===== src/verilog/ieee488_pkg.sv =====
// Purpose: Shared types and constants for the listen handshake, plus its input synchroniser.
// Assumes: One clock; bus control lines arrive active low and asynchronous to it.
// Notes:   The synchroniser is a plain two-stage chain; only the second stage reads the first.
package ieee488_pkg;

    // Handshake states, one-hot.
    typedef enum logic [4:0] {
        ST_IDLE    = 5'h01,
        ST_READY   = 5'h02,
        ST_HOLD    = 5'h04,
        ST_ACCEPT  = 5'h08,
        ST_RECOVER = 5'h10
    } hs_state_t;

    // Synchronised control lines, all asserted high.
    typedef struct packed {
        logic atn;
        logic dav;
        logic nrfd;
        logic ndac;
        logic busy;
        logic captured;
    } ctl_sync_t;

    localparam int         CTL_WIDTH     = 6;
    localparam logic [1:0] LISTEN_GROUP  = 2'h1;  // Bits 6:5 of a listen address byte.
    localparam logic [4:0] UNLISTEN_CODE = 5'h1f; // Listen group with all-ones address.
    localparam logic [6:0] CMD_MASK      = 7'h7f; // Bit 7 of a bus byte is not decoded.

endpackage : ieee488_pkg

`timescale 1ns/1ns

// Two-flop synchroniser; the enable freezes both stages together.
module ctl_synchroniser
    import ieee488_pkg::*;
(
    input  logic      clk_in,
    input  logic      rst_in,
    input  logic      ce_in,
    input  ctl_sync_t raw_in,
    output ctl_sync_t sync_out
);

    ctl_sync_t stage1_reg;
    ctl_sync_t stage2_reg;

    // Reset to the released bus state so no false edge appears after reset.
    always_ff @(posedge clk_in) begin
        if (rst_in) begin
            stage1_reg <= '0;
            stage2_reg <= '0;
        end else if (ce_in) begin
            stage1_reg <= raw_in;
            stage2_reg <= stage1_reg;
        end
    end

    assign sync_out = stage2_reg;

endmodule : ctl_synchroniser


===== src/verilog/ieee488_listen_handshake.sv =====
// Purpose: Acceptor (listen) handshake between an IEEE 488 bus and a peripheral's input port.
// Assumes: Bus lines are open drain; an enable output high means this end pulls the line low.
// Notes:   Handshake lines are synchronised first, so responses lag the bus by a few clocks.
`timescale 1ns/1ns

// Summary of operation
// Handshake and decode every byte under ATN.
// ATN released unaddressed: release NRFD and NDAC.
// Own listen address sets addressed_as_listener.
// Bytes under ATN never reach peripheral.
// Data path only when listener and ATN high.
// Listener keeps driving lines after ATN release.
// Data phase NDAC held until byte_captured.
// Phase switch keeps NDAC low, NRFD high.
// Talker flags error if both lines high.
// Talker waits 2 us settling before NRFD.
// Talker lowers DAV after settling, NRFD high.
// Data transceivers receive unless commanded talk.
// Not busy and DAV high: release NRFD.
// Busy peripheral holds NRFD low.
// DAV low: drive NRFD low first.
// DAV low while listener: pulse capture_strobe.
// Peripheral raises byte_captured after latching.
// byte_captured in data phase releases NDAC.
// DAV high returns to ready state.
// Synchronise inputs; NDAC low before NRFD high.
module ieee488_listen_handshake
    import ieee488_pkg::*;
(
    input  logic       clk_in,
    input  logic       rst_in,
    input  logic       ce_in,
    input  logic       atn_n_in,
    input  logic       dav_n_in,
    input  logic       nrfd_n_in,
    output logic       nrfd_n_out,
    output logic       nrfd_oe_out,
    input  logic       ndac_n_in,
    output logic       ndac_n_out,
    output logic       ndac_oe_out,
    input  logic [7:0] bus_data_n_in,
    input  logic [4:0] listen_addr_in,
    input  logic       talk_enable_in,
    output logic       data_receive_out,
    input  logic       peripheral_busy_in,
    input  logic       byte_captured_in,
    output logic       capture_strobe_out,
    output logic [7:0] peripheral_data_out,
    output logic       addressed_as_listener_out,
    output logic       no_listener_error_out
);

    ctl_sync_t  raw_ctl;
    ctl_sync_t  ctl;
    hs_state_t  state_reg;
    hs_state_t  state_next;
    logic       listener_reg;
    logic       listener_next;
    logic [7:0] data_reg;
    logic       data_phase;
    logic       busy_hold;
    logic [6:0] cmd_byte;
    logic       is_own_listen;
    logic       is_unlisten;
    logic       decode_now;
    logic       load_data;

    // Decode helper: a listen-group byte carrying the given address.
    function automatic logic listen_match(input logic [6:0] cmd, input logic [4:0] addr);
        listen_match = (cmd[6:5] == LISTEN_GROUP) && (cmd[4:0] == addr);
    endfunction : listen_match

    // Bus lines are active low; the struct carries them asserted high.
    assign raw_ctl = '{atn: ~atn_n_in, dav: ~dav_n_in, nrfd: ~nrfd_n_in, ndac: ~ndac_n_in,
                       busy: peripheral_busy_in, captured: byte_captured_in};

    ctl_synchroniser u_sync (
        .clk_in   (clk_in),
        .rst_in   (rst_in),
        .ce_in    (ce_in),
        .raw_in   (raw_ctl),
        .sync_out (ctl)
    );

    // Phase selection and byte decode.
    assign data_phase    = listener_reg & ~ctl.atn;
    assign busy_hold     = data_phase & ctl.busy;
    assign cmd_byte      = ~bus_data_n_in[6:0] & CMD_MASK;
    assign is_own_listen = listen_match(cmd_byte, listen_addr_in);
    assign is_unlisten   = listen_match(cmd_byte, UNLISTEN_CODE);
    assign decode_now    = (state_reg == ST_HOLD) & ctl.atn;
    assign load_data     = (state_reg == ST_READY) & data_phase & ctl.dav & ~busy_hold;

    // Next-state logic: ATN or a dropped listener pulls back into the addressing handshake.
    always_comb begin
        state_next = state_reg;
        case (state_reg)
            ST_IDLE: begin
                if (ctl.atn) begin
                    state_next = ST_READY;
                end
            end
            ST_READY: begin
                if (!ctl.atn && !listener_reg) begin
                    state_next = ST_IDLE;
                end else if (ctl.dav && !busy_hold) begin
                    state_next = ST_HOLD;
                end
            end
            ST_HOLD: begin
                if (ctl.atn || ctl.captured || !listener_reg) begin
                    state_next = ST_ACCEPT;
                end
            end
            ST_ACCEPT: begin
                if (!ctl.dav) begin
                    state_next = ST_RECOVER;
                end
            end
            ST_RECOVER: begin
                state_next = ST_READY;
            end
            default: begin
                state_next = ST_IDLE;
            end
        endcase
    end

    // Listener flag: set by own listen address, cleared by unlisten, both only under ATN.
    always_comb begin
        listener_next = listener_reg;
        if (decode_now && is_own_listen) begin
            listener_next = 1'b1;
        end else if (decode_now && is_unlisten) begin
            listener_next = 1'b0;
        end
    end

    // State, flag and peripheral data register.
    always_ff @(posedge clk_in) begin
        if (rst_in) begin
            state_reg    <= ST_IDLE;
            listener_reg <= 1'b0;
            data_reg     <= 8'h00;
        end else if (ce_in) begin
            state_reg    <= state_next;
            listener_reg <= listener_next;
            if (load_data) begin
                data_reg <= ~bus_data_n_in;
            end
        end
    end

    // Line drives. NRFD is pulled in HOLD, ACCEPT and RECOVER; in READY it follows the busy input in the data phase.
    // RECOVER pulls both lines so NDAC is low again before NRFD is released.
    assign nrfd_oe_out = (state_reg == ST_HOLD) | (state_reg == ST_ACCEPT) |
                         (state_reg == ST_RECOVER) | ((state_reg == ST_READY) & busy_hold);
    assign ndac_oe_out = (state_reg == ST_READY) | (state_reg == ST_HOLD) |
                         (state_reg == ST_RECOVER);
    assign nrfd_n_out  = 1'b0;
    assign ndac_n_out  = 1'b0;

    // Peripheral side: the strobe stands until byte_captured comes back.
    assign capture_strobe_out        = (state_reg == ST_HOLD) & data_phase;
    assign peripheral_data_out       = data_reg;
    assign addressed_as_listener_out = listener_reg;
    assign data_receive_out          = ~talk_enable_in;
    // Both lines high with ATN released means nobody listens; reported for diagnostics.
    assign no_listener_error_out     = ~ctl.atn & ~ctl.nrfd & ~ctl.ndac & (state_reg == ST_IDLE);

    property p_r2_idle;
        @(posedge clk_in) disable iff (rst_in)
        (ce_in && state_reg == ST_READY && !ctl.atn && !listener_reg) |=> (!nrfd_oe_out && !ndac_oe_out);
    endproperty
    a_r2_idle: assert property (p_r2_idle) else $error("Lines not released after unaddressed ATN end.");

    property p_r3_flag;
        @(posedge clk_in) disable iff (rst_in)
        (ce_in && decode_now && is_own_listen) |=> addressed_as_listener_out;
    endproperty
    a_r3_flag: assert property (p_r3_flag) else $error("Own listen address did not set listener flag.");

    property p_r5_gate;
        @(posedge clk_in) disable iff (rst_in)
        capture_strobe_out |-> (addressed_as_listener_out && !ctl.atn && ctl.dav);
    endproperty
    a_r5_gate: assert property (p_r5_gate) else $error("Capture strobe outside the data phase.");

    property p_r7_ndac;
        @(posedge clk_in) disable iff (rst_in)
        (state_reg == ST_HOLD && data_phase && !ctl.captured) |-> (ndac_oe_out && nrfd_oe_out);
    endproperty
    a_r7_ndac: assert property (p_r7_ndac) else $error("NDAC released before byte captured.");

    property p_r14_busy;
        @(posedge clk_in) disable iff (rst_in)
        (state_reg == ST_READY && data_phase) |-> (nrfd_oe_out == ctl.busy) && ndac_oe_out;
    endproperty
    a_r14_busy: assert property (p_r14_busy) else $error("NRFD does not follow peripheral busy.");

    property p_r15_first;
        @(posedge clk_in) disable iff (rst_in)
        (ce_in && state_reg == ST_READY && ctl.dav && !busy_hold && (ctl.atn || listener_reg))
            |=> (nrfd_oe_out && ndac_oe_out);
    endproperty
    a_r15_first: assert property (p_r15_first) else $error("NRFD not pulled first on DAV.");

    property p_r18_release;
        @(posedge clk_in) disable iff (rst_in)
        (ce_in && state_reg == ST_HOLD && data_phase && ctl.captured) |=> (!ndac_oe_out && nrfd_oe_out);
    endproperty
    a_r18_release: assert property (p_r18_release) else $error("NDAC not released on byte captured.");

    property p_r19_ready;
        @(posedge clk_in) disable iff (rst_in)
        (ce_in && state_reg == ST_ACCEPT && !ctl.dav) |=> (ndac_oe_out && nrfd_oe_out);
    endproperty
    a_r19_ready: assert property (p_r19_ready) else $error("No NDAC pull on DAV return.");

    property p_r20_order;
        @(posedge clk_in) disable iff (rst_in)
        (state_reg != ST_IDLE) |-> (ndac_oe_out || nrfd_oe_out);
    endproperty
    a_r20_order: assert property (p_r20_order) else $error("Both lines released while handshaking.");

    // Addressing handshake: a byte under ATN is acknowledged at once and never reaches the peripheral.
    property p_r1_accept;
        @(posedge clk_in) disable iff (rst_in)
        (ce_in && state_reg == ST_HOLD && ctl.atn) |=> (state_reg == ST_ACCEPT && !ndac_oe_out && nrfd_oe_out);
    endproperty
    a_r1_accept: assert property (p_r1_accept) else $error("Address byte not accepted at once.");

    property p_r2_quiet;
        @(posedge clk_in) disable iff (rst_in)
        (state_reg == ST_IDLE) |-> (!nrfd_oe_out && !ndac_oe_out && !capture_strobe_out);
    endproperty
    a_r2_quiet: assert property (p_r2_quiet) else $error("Idle state still drives a line.");

    property p_r4_frozen;
        @(posedge clk_in) disable iff (rst_in)
        ctl.atn |=> $stable(peripheral_data_out);
    endproperty
    a_r4_frozen: assert property (p_r4_frozen) else $error("Peripheral data changed under ATN.");

    property p_r5_atn;
        @(posedge clk_in) disable iff (rst_in)
        ctl.atn |-> !capture_strobe_out;
    endproperty
    a_r5_atn: assert property (p_r5_atn) else $error("Capture strobe raised under ATN.");

    // Data phase: the listener keeps the lines and waits on the peripheral.
    property p_r6_drive;
        @(posedge clk_in) disable iff (rst_in)
        addressed_as_listener_out |-> (state_reg != ST_IDLE && (nrfd_oe_out || ndac_oe_out));
    endproperty
    a_r6_drive: assert property (p_r6_drive) else $error("Listener stopped driving the lines.");

    property p_r7_wait;
        @(posedge clk_in) disable iff (rst_in)
        (ce_in && state_reg == ST_HOLD && data_phase && !ctl.captured) |=> (state_reg == ST_HOLD);
    endproperty
    a_r7_wait: assert property (p_r7_wait) else $error("Hold left without byte captured.");

    property p_r8_switch;
        @(posedge clk_in) disable iff (rst_in)
        (ce_in && state_reg == ST_READY && listener_reg && !ctl.dav) |=> (state_reg == ST_READY && ndac_oe_out);
    endproperty
    a_r8_switch: assert property (p_r8_switch) else $error("Ready state lost at phase switch.");

    property p_r13_free;
        @(posedge clk_in) disable iff (rst_in)
        (state_reg == ST_READY && data_phase && !ctl.busy) |-> (!nrfd_oe_out && ndac_oe_out);
    endproperty
    a_r13_free: assert property (p_r13_free) else $error("NRFD held while peripheral free.");

    property p_r15_keep;
        @(posedge clk_in) disable iff (rst_in)
        (ce_in && state_reg == ST_HOLD) |=> nrfd_oe_out;
    endproperty
    a_r15_keep: assert property (p_r15_keep) else $error("NRFD released during acceptance.");

    property p_r16_load;
        @(posedge clk_in) disable iff (rst_in)
        (ce_in && state_reg == ST_READY && data_phase && ctl.dav && !ctl.busy)
            |=> (state_reg == ST_HOLD && peripheral_data_out == ~$past(bus_data_n_in));
    endproperty
    a_r16_load: assert property (p_r16_load) else $error("Strobed byte differs from bus byte.");

    // Closing steps: acceptance stands until DAV returns, then recovery leads back to ready.
    property p_r18_keep;
        @(posedge clk_in) disable iff (rst_in)
        (ce_in && state_reg == ST_ACCEPT && ctl.dav) |=> (state_reg == ST_ACCEPT && !ndac_oe_out);
    endproperty
    a_r18_keep: assert property (p_r18_keep) else $error("NDAC pulled again while DAV low.");

    property p_r19_back;
        @(posedge clk_in) disable iff (rst_in)
        (ce_in && state_reg == ST_RECOVER) |=> (state_reg == ST_READY && ndac_oe_out);
    endproperty
    a_r19_back: assert property (p_r19_back) else $error("Recovery did not return to ready.");

    property p_r20_lag;
        @(posedge clk_in) disable iff (rst_in)
        (ce_in && state_reg == ST_IDLE && !ctl.atn) |=> (state_reg == ST_IDLE);
    endproperty
    a_r20_lag: assert property (p_r20_lag) else $error("Idle left without synchronised ATN.");

endmodule : ieee488_listen_handshake


===== config.mk =====
export PLATFORM = sky130hd
export DESIGN_NAME = ieee488_listen_handshake
export DESIGN_NICKNAME = d
export VERILOG_FILES = /design/src/verilog/ieee488_pkg.sv /design/src/verilog/ieee488_listen_handshake.sv
export SDC_FILE = /design/constraint.sdc
export NUM_CORES = 1
export LEC_CHECK = 0
export BUFFER_PORTS_ARGS = -buffer_cell sky130_fd_sc_hd__clkbuf_2
export CORE_UTILIZATION = 45
export CTS_BUF_LIST = sky130_fd_sc_hd__clkbuf_4 sky130_fd_sc_hd__clkbuf_8
export CTS_CLUSTER_SIZE = 12
export DETAILED_ROUTE_END_ITERATION = 8
export GPL_TIMING_DRIVEN = 1
export HOLD_SLACK_MARGIN = 0.15
export PLACE_DENSITY_LB_ADDON = 0.05
export RECOVER_POWER = 50
export SKIP_LAST_GASP = 1
export SLEW_MARGIN = 25
export SYNTH_ARGS = -nofsm -noshare
export SYNTH_HDL_FRONTEND = slang
export SYNTH_SLANG_ARGS = --single-unit

===== constraint.sdc =====
create_clock -name clk_in -period 2 [get_ports clk_in]
set_input_delay 0.4 -clock clk_in [delete_from_list [all_inputs] [get_ports clk_in]]
set_output_delay 0.4 -clock clk_in [all_outputs]
set_load 0.02 [all_outputs]

==> metrics.txt <==
DR vias 1109; Rel. slew slack between 10% and 20%; crit path kind register to register; Worst R2R Start state_reg[3]; WL/cell 13.03 microns; Synth Register Bits 26; # setup viols final 0; post-DR vias/cell between 5 and 6; Post-Place Cells ~200; row count 19; Leakage Power a little over 0.7 nW; Placed Area 1498 sq um; maximum vdd ir drop roughly 0.00046 V; Slowest-stage cell, CP or4_4; DR DRC count 0; global-route wire length before repair 4671 microns; HPWL Detailed 1926 microns; Layout area overhead 21.65%; CP endpoint kind register; Post-Syn Instances 140; P per Cell Area 688.0 nW/um^2; crit start category register; sequential area share after synthesis between 30% and 40%; largest net degree at the start of global routing 32; initial core utilization between 40% and 50%; leading area contributor after synthesis dfxtp_1; aggregate routed wire length between 2000 and 3000 microns; Syn Area/Cell ~9.4 sq um; Tcrit/Tclk final between 90% and 100%; Hold Slack roughly 0.23 ns; Crit path required time approximately 2.2 ns; top post-synthesis cells by area dfxtp_1 40%, nor2_1 7.7%, mux2i_1 7.6%, a211oi_1 5.7%, mux2_4 3.4%; max-slew violation count 0; Final Util about three fifths; outcome finished clean; crit-path max cell delay between 0.5 and 0.6 ns; die footprint about 3100 sq um; Setup TNS 0 ns; CP Data Arrival Time 2.19 ns; share of post-route cells with drive strength above 1 around a third; core area 2758 sq um; highest clock rate around 500 MHz; worst hold path class input port to register; IO Count 39; post-layout minimum cycle time ~2.0 ns; total CTS buffers 3; R2R Setup Slk between 0.03 and 0.04 ns; clock buffer depth 2; Worst Path Max Fanout 5; DR iter-0 viols 21; Slew @ Worst Pin between 1 and 1.5 ns; Die W ~56 microns; Filler cells approximately 280; clock sink count 26; hold endpoint peripheral_data_out[7]; final cell count without fillers approximately 210; reg2reg path depth 5; H-tree depth 1; router iterations before antenna repair 4; CTS tree built; Post-DRT Antenna Nets 0; number of port buffers 36; max_cap viols 0; Syn. warnings 0; worst flop-to-flop path endpoint state_reg[3]; commonest cells after routing, fill and taps aside 27 x nor2_1, 27 x clkbuf_2, 24 x dfxtp_1, 10 x mux2i_1, 10 x a211oi_1; vias in the first global route between 1000 and 1500; Largest register FFs 8; share of the synthesized area in the top cell type ~40%; GRT Overall Usage between 10% and 20%; CTS clk-pin slew, worst paths around 0.15 ns; Fin. Hold Viols 0; Nets between 200 and 250; initial antenna violation count 0; die height roughly 56 microns; post-synth cell types 40; ANT cells 0; Post-Syn Area approximately 1300 sq um; hold wc startpoint bus_data_n_in[7]; RSZ-0062 raised after global routing yes; critical path, cell by cell or3_4, buf_6, or4_4, nand4b_4, mux2_4; grt ovf 0; hold path depth 2; RD Place Congestion 0.7616; cell area after layout approximately 1600 sq um; clk_lat worst skew roughly 0.32 ns; Setup Skew 0.007120 ns; Tot Pwr ~1.1 mW; dpl ws 0.1338 ns; CTS root buffer clkbuf_4; fin worst setup slack around 0.034 ns
## critical path, delay by kind of cell (launching register included)
kind	cells	cell delay, ns
and+or+nand+nor	3	1.08
DFF	1	0.35
buffers and inverters	1	0.14
muxes	1	0.31
## how the worst max path moves through the flow
stage,to,startpoint,slack [ns]
4_1_cts,state_reg[4],state_reg[3],-0.004
3_3_place_gp,state_reg[3],state_reg[4],0.16
6_report,state_reg[3],state_reg[3],0.03
5_1_grt,no_listener_error_out,state_reg[4],-0.03
2_1_floorplan,state_reg[1],state_reg[4],0.002
3_5_place_dp,state_reg[4],state_reg[4],0.13
## where the power goes
part	total, mW	internal (mW)	switching, mW
clock network	0.267	0.111	0.156
registers	0.557	0.540	0.0174
logic	0.278	0.138	0.140
total	1.10	0.789	0.314
## cell usage after synthesis (all sizes together)
library cell and count:
mux2 3, o41ai 1, a2111oi 1, dfxtp 26
clkbuf 4, nand3b 2, o21ai 3, nand4b 2
or2 2, nor2 27, o31ai 1, mux2i 10
or4 2, nor3 6, a21oi 3, a41oi 1
or3 2, inv 1, nand2 2, nor2b 3
conb 1, nor4 1, and4bb 1, nand2b 5
nand4 1, xnor2 3, nor4b 1, xor2 4
buf 8, a211oi 12, nand3 1
## logic make-up after synthesis
group	Yosys count	synth area share, %
and+or+nand+nor	58	25.74
DFF	26	39.51
AOI/OAI and AO/OA	22	12.44
muxes	13	11.02
buffers and inverters	13	6.361
xor gates and xnor gates	7	4.653
other	1	0.2846
## what timing repair did
item | CTS | global route
pin swaps | 2 | 0
setup endpoints to repair | 2 | 6
resized for setup | 4 | 10
setup buffers | 1 | 2
hold buffers | 0 | 0
## routing by layer
metal | vias to the layer above | global-route usage (%) | routed length, microns
met4 | 0 | 6.272 | 15
met2 | 34 | 32.65 | 1268
li1 | 563 | - | -
met5 | - | 0 | 0
met3 | 2 | 2.558 | 122
met1 | 510 | 23.28 | 1304
## area by class of cell
| class | instances | area [sq um] | share of cell area, % |
|---|---|---|---|
| Inverter | 1 | 3.754 | 0.2342 |
| Multi-Input combinational cell | 102 | 747.0 | 46.60 |
| Timing Repair Buffer | 44 | 254.0 | 15.85 |
| Sequential cell | 26 | 523.0 | 32.63 |
| Tap cell | 31 | 38.79 | 2.420 |
| Clock buffer | 4 | 36.28 | 2.264 |
No activity file was read; power rests on OpenSTA's default activity.
